--- config.mk ---
export PLATFORM = sky130hd
export DESIGN_NAME = arpt_timer
export DESIGN_NICKNAME = d
export VERILOG_FILES = /design/src/verilog/arpt_pkg.sv /design/src/verilog/arpt_timer.sv
export SDC_FILE = /design/constraint.sdc
export NUM_CORES = 1
export LEC_CHECK = 0
export BUFFER_PORTS_ARGS = -buffer_cell sky130_fd_sc_hd__buf_2
export CELL_PAD_IN_SITES_DETAIL_PLACEMENT = 0
export CELL_PAD_IN_SITES_GLOBAL_PLACEMENT = 2
export CORE_UTILIZATION = 40
export CTS_BUF_LIST = sky130_fd_sc_hd__clkbuf_2
export CTS_CLUSTER_DIAMETER = 60
export DETAILED_ROUTE_END_ITERATION = 8
export GPL_TIMING_DRIVEN = 0
export PLACE_DENSITY_LB_ADDON = 0.1
export SLEW_MARGIN = 5
export SYNTH_ARGS = -nofsm -noshare
export SYNTH_HDL_FRONTEND = slang
export SYNTH_SLANG_ARGS = --single-unit
--- constraint.sdc ---
create_clock -name core_clk_i -period 7.71 [get_ports core_clk_i]
set_clock_uncertainty 0.1 [all_clocks]
set_input_delay 0.771 -clock core_clk_i [delete_from_list [all_inputs] [get_ports core_clk_i]]
set_output_delay 0.771 -clock core_clk_i [all_outputs]
set_load 0.02 [all_outputs]
--- src/verilog/arpt_pkg.sv ---
/*
 holds the register map, field positions, reset values and shared types of the
 auto-reload pwm timer. assumes a classic wishbone slave with 32-bit data.
*/
package arpt_pkg;

	localparam logic [7:0] ARPT_CSR_OFF      = 8'h00;
	localparam logic [7:0] ARPT_CNT_OFF      = 8'h04;
	localparam logic [7:0] ARPT_RLD_OFF      = 8'h08;
	localparam logic [7:0] ARPT_DUTY0_OFF    = 8'h0C;
	localparam logic [7:0] ARPT_DUTY1_OFF    = 8'h10;
	localparam logic [7:0] ARPT_PWMCTL_OFF   = 8'h14;
	localparam logic [7:0] ARPT_CAPCSR_OFF   = 8'h18;
	localparam logic [7:0] ARPT_CAPV0_OFF    = 8'h1C;
	localparam logic [7:0] ARPT_CAPV1_OFF    = 8'h20;
	localparam logic [7:0] ARPT_MODE_OFF     = 8'h24;

	localparam int CSR_EXT_BIT  = 7;
	localparam int CSR_PSC_LSB  = 4;
	localparam int CSR_RUN_BIT  = 3;
	localparam int CSR_FRL_BIT  = 2;
	localparam int CSR_OIE_BIT  = 1;
	localparam int CSR_OVF_BIT  = 0;
	localparam int PWM_OE_LSB   = 4;
	localparam int PWM_POL_LSB  = 0;
	localparam int CAP_EDG_LSB  = 4;
	localparam int CAP_IE_LSB   = 2;
	localparam int CAP_FLG_LSB  = 0;

	localparam logic [7:0] ARPT_RST_BYTE = 8'h00;
	localparam logic [6:0] ARPT_PSC_ZERO = 7'h00;
	localparam logic [7:0] ARPT_CNT_MAX  = 8'hFF;
	localparam int         ARPT_CHANS    = 2;

	typedef struct packed {
		logic       ext_sel;
		logic [2:0] psc_sel;
		logic       run;
		logic       overflow_irq_enable;
		logic       ovf;
	} arpt_csr_t;

	typedef struct packed {
		logic [1:0] oe;
		logic [1:0] pol;
	} arpt_pwmctl_t;

	typedef struct packed {
		logic [1:0] edge_rise;
		logic [1:0] ie;
		logic [1:0] flag;
	} arpt_capcsr_t;

	typedef enum logic [0:0] {
		ARPT_BUS_IDLE = 1'b0,
		ARPT_BUS_ACK  = 1'b1
	} arpt_bus_t;

endpackage : arpt_pkg

--- src/verilog/arpt_timer.sv ---
/*
 8-bit auto-reload timer with 7-bit prescaler, two pwm channels and two
 capture channels, registers on a classic wishbone slave.
 assumes event clock, capture pins and halt come from outside this clock domain.
*/
`timescale 1ns/10ps

// Summary of operation
// prescale divides input by 2^select, eight taps of a 7-bit prescaler.
// control bit 7 selects cpu clock (0) or external event clock (1).
// run bit 3 low freezes counter and prescaler; high counts.
// reset clears counter, prescaler, and selects cpu clock.
// counter write or forced reload loads counter and clears prescaler.
// force reload bit 2 reads zero; writing one loads reload value.
// hidden compare per channel reloads from duty register on each overflow.
// counter register reads live count; writes take effect immediately.
// output enable drives the pwm pin push-pull.
// pwm period is counter clock divided by 256 minus reload.
// overflow sets level by polarity; compare match restores level.
// software keeps compare above reload for a visible waveform.
// pwm stops while halted.
// overflow sets flag; interrupt when overflow interrupt enable set.
// overflow flag marks FFh to reload; reading control register clears it.
// event mode sets overflow after (256 minus reload) times 2^select external events.
// halted with external clock, control freezes, counter counts, overflow wakes.
// selected capture edge latches counter and sets capture flag.
// capture register blocked until capture status read clears flag.
// capture interrupt pends while flag and enable are set.
// halted, capture latching stops; capture edges still may wake.
// capture events are sampled on counter clock ticks.
// counter increments per prescaler tick, reloads on overflow, prescaler untouched.
// edge select zero picks falling, one picks rising.
// duty FFh holds output at 0, duty 00h holds it at 1.
// event clock and capture inputs are synchronised and edge-detected to single-cycle pulses.
module arpt_timer
	import arpt_pkg::*;
(
	input  wire logic        core_clk_i,
	input  wire logic        rst_b_i,
	input  wire logic        wb_cyc_i,
	input  wire logic        wb_stb_i,
	input  wire logic        wb_we_i,
	input  wire logic [7:0]  wb_adr_i,
	input  wire logic [3:0]  wb_sel_i,
	input  wire logic [31:0] wb_dat_i,
	output logic      [31:0] wb_dat_o,
	output logic             wb_ack_o,
	input  wire logic        halt_i,
	input  wire logic        event_clock_input_i,
	input  wire logic [1:0]  capture_input_pin_i,
	output logic      [1:0]  pwm_out_pin_o,
	output logic      [1:0]  pwm_out_pin_oe_o,
	output logic             ovf_irq_o,
	output logic      [1:0]  cap_irq_o,
	output logic             wake_o
);

	arpt_csr_t    csr_reg;
	arpt_pwmctl_t pwmctl_reg;
	arpt_capcsr_t capcsr_reg;
	arpt_bus_t    bus_reg;
	logic [7:0]   cnt_reg;
	logic [6:0]   psc_reg;
	logic [7:0]   rld_reg;
	logic [7:0]   duty_reg [ARPT_CHANS];
	logic [7:0]   cmp_reg  [ARPT_CHANS];
	logic [7:0]   capv_reg [ARPT_CHANS];
	logic [1:0]   pwm_lvl_reg;
	logic [2:0]   ext_sync_reg;
	logic [1:0]   halt_sync_reg;
	logic [2:0]   cap_sync_reg [ARPT_CHANS];
	logic [1:0]   cap_pend_reg;

	logic         wr_stb;
	logic         rd_stb;
	logic         in_tick;
	logic [6:0]   psc_next;
	logic         cnt_tick;
	logic         ovf_evt;
	logic         cnt_wr;
	logic         frl_wr;
	logic         halted;
	logic [1:0]   cap_edge;
	logic [31:0]  rd_data;

	function automatic logic hit(input logic [7:0] adr, input logic [7:0] off);
		hit = (adr == off);
	endfunction : hit

	assign wr_stb = wb_cyc_i && wb_stb_i && wb_we_i && (bus_reg == ARPT_BUS_IDLE)
	                && wb_sel_i[0];
	assign rd_stb = wb_cyc_i && wb_stb_i && !wb_we_i && (bus_reg == ARPT_BUS_IDLE);
	assign halted = halt_sync_reg[1];
	// control registers freeze while halted
	assign cnt_wr = wr_stb && hit(wb_adr_i, ARPT_CNT_OFF) && !halted;
	assign frl_wr = wr_stb && hit(wb_adr_i, ARPT_CSR_OFF) && wb_dat_i[CSR_FRL_BIT]
	                && !halted;

	// synchronisers: stage 0 is read only by stage 1
	always_ff @(posedge core_clk_i)
	begin
		if (!rst_b_i)
		begin
			ext_sync_reg  <= 3'h0;
			halt_sync_reg <= 2'h0;
		end
		else
		begin
			ext_sync_reg  <= {ext_sync_reg[1:0], event_clock_input_i};
			halt_sync_reg <= {halt_sync_reg[0], halt_i};
		end
	end

	genvar gi;
	generate
		for (gi = 0; gi < ARPT_CHANS; gi++)
		begin : g_cap_sync
			always_ff @(posedge core_clk_i)
			begin
				if (!rst_b_i)
					cap_sync_reg[gi] <= 3'h0;
				else
					cap_sync_reg[gi] <= {cap_sync_reg[gi][1:0], capture_input_pin_i[gi]};
			end

			assign cap_edge[gi] = capcsr_reg.edge_rise[gi]
			                      ? (cap_sync_reg[gi][1] && !cap_sync_reg[gi][2])
			                      : (!cap_sync_reg[gi][1] && cap_sync_reg[gi][2]);
		end
	endgenerate

	// cpu clock stops in halt; only the external event path keeps counting
	always_comb
	begin
		if (csr_reg.ext_sel)
			in_tick = ext_sync_reg[1] && !ext_sync_reg[2];
		else
			in_tick = !halted;
		in_tick = in_tick && csr_reg.run;
	end

	assign psc_next = psc_reg + 7'h01;
	// tap n fires when the low n prescaler bits wrap to zero
	always_comb
	begin
		if (csr_reg.psc_sel == 3'h0)
			cnt_tick = in_tick;
		else
			cnt_tick = in_tick && ((psc_next & ((7'h01 << csr_reg.psc_sel) - 7'h01))
			           == ARPT_PSC_ZERO);
	end
	assign ovf_evt = cnt_tick && (cnt_reg == ARPT_CNT_MAX) && !cnt_wr && !frl_wr;

	always_ff @(posedge core_clk_i)
	begin
		if (!rst_b_i)
			psc_reg <= ARPT_PSC_ZERO;
		else if (cnt_wr || frl_wr)
			psc_reg <= ARPT_PSC_ZERO;
		else if (in_tick)
			psc_reg <= psc_next;
	end

	always_ff @(posedge core_clk_i)
	begin
		if (!rst_b_i)
			cnt_reg <= ARPT_RST_BYTE;
		else if (cnt_wr)
			cnt_reg <= wb_dat_i[7:0];
		else if (frl_wr)
			cnt_reg <= rld_reg;
		else if (ovf_evt)
			cnt_reg <= rld_reg;
		else if (cnt_tick)
			cnt_reg <= cnt_reg + 8'h01;
	end

	always_ff @(posedge core_clk_i)
	begin
		if (!rst_b_i)
			csr_reg <= '0;
		else
		begin
			if (wr_stb && hit(wb_adr_i, ARPT_CSR_OFF) && !halted)
			begin
				csr_reg.ext_sel <= wb_dat_i[CSR_EXT_BIT];
				csr_reg.psc_sel <= wb_dat_i[CSR_PSC_LSB +: 3];
				csr_reg.run     <= wb_dat_i[CSR_RUN_BIT];
				csr_reg.overflow_irq_enable     <= wb_dat_i[CSR_OIE_BIT];
			end
			// set wins over the read clear
			if (ovf_evt)
				csr_reg.ovf <= 1'b1;
			else if (rd_stb && hit(wb_adr_i, ARPT_CSR_OFF))
				csr_reg.ovf <= 1'b0;
		end
	end

	always_ff @(posedge core_clk_i)
	begin
		if (!rst_b_i)
		begin
			rld_reg    <= ARPT_RST_BYTE;
			pwmctl_reg <= '0;
			duty_reg   <= '{default: ARPT_RST_BYTE};
			capcsr_reg.edge_rise <= 2'h0;
			capcsr_reg.ie        <= 2'h0;
		end
		else if (wr_stb && !halted)
		begin
			if (hit(wb_adr_i, ARPT_RLD_OFF))
				rld_reg <= wb_dat_i[7:0];
			if (hit(wb_adr_i, ARPT_DUTY0_OFF))
				duty_reg[0] <= wb_dat_i[7:0];
			if (hit(wb_adr_i, ARPT_DUTY1_OFF))
				duty_reg[1] <= wb_dat_i[7:0];
			if (hit(wb_adr_i, ARPT_PWMCTL_OFF))
			begin
				pwmctl_reg.oe  <= wb_dat_i[PWM_OE_LSB +: 2];
				pwmctl_reg.pol <= wb_dat_i[PWM_POL_LSB +: 2];
			end
			if (hit(wb_adr_i, ARPT_CAPCSR_OFF))
			begin
				capcsr_reg.edge_rise <= wb_dat_i[CAP_EDG_LSB +: 2];
				capcsr_reg.ie        <= wb_dat_i[CAP_IE_LSB +: 2];
			end
		end
	end

	generate
		for (gi = 0; gi < ARPT_CHANS; gi++)
		begin : g_chan
			always_ff @(posedge core_clk_i)
			begin
				if (!rst_b_i)
					cmp_reg[gi] <= ARPT_RST_BYTE;
				else if (ovf_evt)
					cmp_reg[gi] <= duty_reg[gi];
			end

			// raw level is 1 after overflow unless a nonzero duty is FFh or equals reload, 0 after match; polarity applied at pin
			always_ff @(posedge core_clk_i)
			begin
				if (!rst_b_i)
					pwm_lvl_reg[gi] <= 1'b0;
				else if (halted)
					pwm_lvl_reg[gi] <= pwm_lvl_reg[gi];
				else if (ovf_evt)
					pwm_lvl_reg[gi] <= (duty_reg[gi] == 8'h00)
					                   || ((duty_reg[gi] != rld_reg)
					                   && (duty_reg[gi] != ARPT_CNT_MAX));
				else if (cnt_tick && !cnt_wr && !frl_wr
				         && (cnt_reg + 8'h01 == cmp_reg[gi]))
					pwm_lvl_reg[gi] <= 1'b0;
			end

			// pending edge waits for the next counter tick
			always_ff @(posedge core_clk_i)
			begin
				if (!rst_b_i)
					cap_pend_reg[gi] <= 1'b0;
				else if (cnt_tick || halted)
					cap_pend_reg[gi] <= 1'b0;
				else if (cap_edge[gi])
					cap_pend_reg[gi] <= 1'b1;
			end

			always_ff @(posedge core_clk_i)
			begin
				if (!rst_b_i)
					capv_reg[gi] <= ARPT_RST_BYTE;
				else if ((cap_edge[gi] || cap_pend_reg[gi]) && cnt_tick
				         && !capcsr_reg.flag[gi] && !halted)
					capv_reg[gi] <= cnt_reg;
			end

			always_ff @(posedge core_clk_i)
			begin
				if (!rst_b_i)
					capcsr_reg.flag[gi] <= 1'b0;
				else if ((cap_edge[gi] || cap_pend_reg[gi]) && (cnt_tick || halted))
					capcsr_reg.flag[gi] <= 1'b1;
				else if (rd_stb && hit(wb_adr_i, ARPT_CAPCSR_OFF))
					capcsr_reg.flag[gi] <= 1'b0;
			end
		end
	endgenerate

	always_ff @(posedge core_clk_i)
	begin
		if (!rst_b_i)
		begin
			pwm_out_pin_o    <= 2'h0;
			pwm_out_pin_oe_o <= 2'h0;
			ovf_irq_o        <= 1'b0;
			cap_irq_o        <= 2'h0;
			wake_o           <= 1'b0;
		end
		else
		begin
			// pin comes from a flop so a polarity or enable change cannot glitch it
			pwm_out_pin_o    <= (pwm_lvl_reg ^ pwmctl_reg.pol) & pwmctl_reg.oe;
			pwm_out_pin_oe_o <= pwmctl_reg.oe;
			ovf_irq_o        <= csr_reg.ovf && csr_reg.overflow_irq_enable;
			cap_irq_o        <= capcsr_reg.flag & capcsr_reg.ie;
			wake_o           <= halted && ((csr_reg.ovf && csr_reg.overflow_irq_enable)
			                    || |(capcsr_reg.flag & capcsr_reg.ie));
		end
	end

	always_comb
	begin
		rd_data = 32'h0000_0000;
		case (wb_adr_i)
			ARPT_CSR_OFF:    rd_data[7:0] = {csr_reg.ext_sel, csr_reg.psc_sel, csr_reg.run,
			                                 1'b0, csr_reg.overflow_irq_enable, csr_reg.ovf};
			ARPT_CNT_OFF:    rd_data[7:0] = cnt_reg;
			ARPT_RLD_OFF:    rd_data[7:0] = rld_reg;
			ARPT_DUTY0_OFF:  rd_data[7:0] = duty_reg[0];
			ARPT_DUTY1_OFF:  rd_data[7:0] = duty_reg[1];
			ARPT_PWMCTL_OFF: rd_data[7:0] = {2'h0, pwmctl_reg.oe, 2'h0, pwmctl_reg.pol};
			ARPT_CAPCSR_OFF: rd_data[7:0] = {2'h0, capcsr_reg};
			ARPT_CAPV0_OFF:  rd_data[7:0] = capv_reg[0];
			ARPT_CAPV1_OFF:  rd_data[7:0] = capv_reg[1];
			ARPT_MODE_OFF:   rd_data[7:0] = {7'h00, halted};
			default:         rd_data = 32'h0000_0000;
		endcase
	end

	// one-cycle answer, then a forced idle cycle so a held strobe is not re-taken
	always_ff @(posedge core_clk_i)
	begin
		if (!rst_b_i)
		begin
			bus_reg  <= ARPT_BUS_IDLE;
			wb_ack_o <= 1'b0;
			wb_dat_o <= 32'h0000_0000;
		end
		else
		begin
			case (bus_reg)
				ARPT_BUS_IDLE:
				begin
					wb_ack_o <= wb_cyc_i && wb_stb_i;
					wb_dat_o <= rd_data;
					if (wb_cyc_i && wb_stb_i)
						bus_reg <= ARPT_BUS_ACK;
				end
				ARPT_BUS_ACK:
				begin
					wb_ack_o <= 1'b0;
					bus_reg  <= ARPT_BUS_IDLE;
				end
				default:
				begin
					wb_ack_o <= 1'b0;
					bus_reg  <= ARPT_BUS_IDLE;
				end
			endcase
		end
	end
endmodule : arpt_timer

==> reports/qor.yml <==
timing:
  final_min_period_over_clock_period_pct: 48.0
  finalHoldViolCount: 0
  worst_pin_slew_ns: 1.08
  setup_viol: 0
  final_period_minus_worst_setup_slack_ns: 3.70
  final.setup.tns_ns: 0
  grt_setup_unrepaired: "no"
  max_slew_headroom_at_the_worst_pin_pct: 27.2
  hold_ws_ns: 0.159
  timing.fmax_mhz: 270
  finalMaxSlewViolations: 0
critical_path:
  worst_setup_path_start_kind: "register"
  dominant_cell_type_by_count_on_the_critical_path: "sky130_fd_sc_hd__buf_2"
  endpoint_kind: "register"
  critical-path-slowest-cell: "sky130_fd_sc_hd__o31ai_2"
  critical_path_class: "register to register"
  slowest_delay_ns: 0.77
  critPathRequiredTime_ns: 7.96
  path_cells: "buf_2 > nor3_2 > inv_1 > ha_1 > nor2b_1 > a221o_1 > a211oi_1 > a31oi_1 > buf_2 > or2_4 > o31ai_2"
  worst-path-max-fanout: 10
  worst_ep_arrival_time_ns: 3.96
clock_tree:
  tritoncts.num_buffers: 17
  setup_bufs_post_cts: 0
  clock_tree.root_cell: "sky130_fd_sc_hd__clkbuf_2"
  cts.path.max_buffers: 2
  clock_tree_from_tritoncts: "yes"
  cts.repair.resized: 0
  cts_sinks: 120
  clock_tree.htree_level_count: 4
  later_pin_clock_latency_in_the_skew_report_ns: 0.71
  cts.clk_slew.worst_paths_ns: 0.19
  cts_hold_repair.buffers: 0
detailed_routing:
  via_per_inst: 5.54
  drcViolationCount: 0
  antenna_left: 0
  drt-wirelength-per-cell_microns: 20.6
  routed_wirelength_microns: 18700
  drt_first_pass_iters: 6
  dr.first_iter.drc_count: 416
  vias: 5047
placement:
  post_dp_cell_area_sq_mm: 0.00670
  place_congestion: 0.870
  place.port_buffers: 41
  place_hpwl_microns: 13700
global_routing:
  gr-usage-all-layers_pct: 24.5
  grt_max_degree: 17
  grt_pass1_wl_microns: 28500
  grt_pass1_vias: 4809
  remaining_global_route_overflow: 0
  initial_antenna_violation_count: 2
final_layout:
  syn_to_final_growth_pct: 13.0
  layout-drive-gt1-share_pct: 17.0
  layout.core_utilization_pct: 46.0
  layout_commonest_cell: "sky130_fd_sc_hd__dfxtp_1"
  layout.cells.most_common_list: "sky130_fd_sc_hd__dfxtp_1, sky130_fd_sc_hd__nor2_1, sky130_fd_sc_hd__and2_1, sky130_fd_sc_hd__buf_2, sky130_fd_sc_hd__mux2i_1"
  finalInstanceArea_sq_mm: 0.00697
  finalNetCount: 765
  fillers: 1475
floorplanning:
  placement_rows: 45
  initial_standard_cell_utilization_of_the_core_pct: 40.7
  top_level_ports: 94
  core_area_sq_mm: 0.0151
  die_w_microns: 126
  die_area_sq_mm: 0.0159
  chipHeight_microns: 126
synthesis:
  syn-mean-instance-area_sq_um: 9.86
  synth.ff_latch_count: 120
  synth_top_flop_cell: "sky130_fd_sc_hd__dfxtp_1"
  synth_edf_count: 32
  seq_area_frac_synth_pct: 44.1
  yosys_warnings: 0
  synth_cells: 626
  yosys.cell_types.count: 61
  synth.cell_area_sq_mm: 0.00617
  async_reset_ff_share_pct: 0
status:
  outcome: "completed"
power:
  power.ir.vdd_worst_mv: 0.103
  static-leakage-power_nw: 2.72
  pwr_density_cell_mw_per_mm2: 170
run:
  maxCapViolations: 0
worst_hold_path:
  holdCritPathClass: "input port to register"
-- metal layers --
layer,global-route usage [%],share of wire (%),routed length [microns]
met2,38.3,45,8470
met4,7.37,1.9,363
met3,6.46,7.7,1440
met5,0,0.069,13
met1,33.2,45,8440
-- worst max-delay path, delay by kind of cell (launching register included) --
kind | cells | cell delay, ns
compound gates | 4 | 1.49
simple gates | 3 | 0.65
flops | 1 | 0.33
buf+inv | 3 | 0.50
fa+ha+maj | 1 | 0.28
-- synthesized netlist by cell type (5+ instances only) --
library cell                n  area (sq um)
sky130_fd_sc_hd__nor2_1    82           308
sky130_fd_sc_hd__and3_1     8          50.1
sky130_fd_sc_hd__nand2_1   39           146
sky130_fd_sc_hd__clkbuf_1  15          56.3
sky130_fd_sc_hd__buf_1      5          18.8
sky130_fd_sc_hd__xnor3_1   10           225
sky130_fd_sc_hd__a222oi_1   7          70.1
sky130_fd_sc_hd__a21oi_1    9          45.0
sky130_fd_sc_hd__edfxtp_1  32           961
sky130_fd_sc_hd__nor3_1     9          45.0
sky130_fd_sc_hd__nand3_1   15          75.1
sky130_fd_sc_hd__or3_1      5          31.3
sky130_fd_sc_hd__o21ai_0   11          55.1
sky130_fd_sc_hd__dfxtp_1   88          1760
sky130_fd_sc_hd__xnor2_1   27           236
sky130_fd_sc_hd__a22oi_1   24           180
sky130_fd_sc_hd__nand4_1   16           100
sky130_fd_sc_hd__mux2i_1   41           410
sky130_fd_sc_hd__nor4_1     6          37.5
sky130_fd_sc_hd__buf_2      6          30.0
sky130_fd_sc_hd__a22o_1     6          52.6
sky130_fd_sc_hd__and2_1    49           307
sky130_fd_sc_hd__xor2_1    13           114
sky130_fd_sc_hd__buf_4     27           203
-- through the flow --
stage          power (mW)  setup slack [ns]  instances
3_5_place_dp        0.748              3.65        878
3_3_place_gp        0.746              3.69        878
6_report             1.18              4.01        911
5_1_grt              1.23              3.89        911
4_1_cts              1.19              3.60        910
2_1_floorplan       0.720              4.33        649
-- final cells by class --
cell class | instances | area (sq um) | share of cell area [%]
clock inverter | 14 | 175 | 2.51
tap | 188 | 235 | 3.37
multi-input combinational | 470 | 3200 | 45.9
buffer | 55 | 324 | 4.65
sequential | 120 | 2720 | 39.0
inverter | 4 | 15.0 | 0.215
clock buffer | 18 | 90.1 | 1.29
timing repair buffer | 41 | 205 | 2.94
antenna | 1 | 2.50 | 0.0359
-- worst paths after layout --
path	end	slack, ns	from	cells after the start
worst max register to register	capv_reg[0][0]	4.01	csr_reg[4]	11
worst min-delay path	halt_sync_reg[0]	0.16	halt_i	2
worst max-delay path	capv_reg[0][0]	4.01	csr_reg[4]	11
worst min register to register	ext_sync_reg[1]	0.36	ext_sync_reg[0]	1
-- report_power, final --
group	internal (mW)	switching, mW	total, mW	leakage (nW)
registers	0.657	0.00555	0.662	1.03
logic	0.0256	0.0480	0.0736	1.54
clock network	0.185	0.264	0.448	0.151
-- cell families (layout without fill, tap and decap cells) --
group	after synthesis	in the layout	share of synthesized area, %
multiplexers	41	41	6.65
AND/OR/NAND/NOR	263	263	23.0
other	1	25	0.0608
adder cells (fa/ha/maj)	3	3	0.608
buffers and inverters	59	132	5.50
flip-flops	120	120	44.1
XOR/XNOR	50	50	9.33
AO/OA/AOI/OAI	89	89	10.7
No activity file was read; power rests on OpenSTA's default activity.
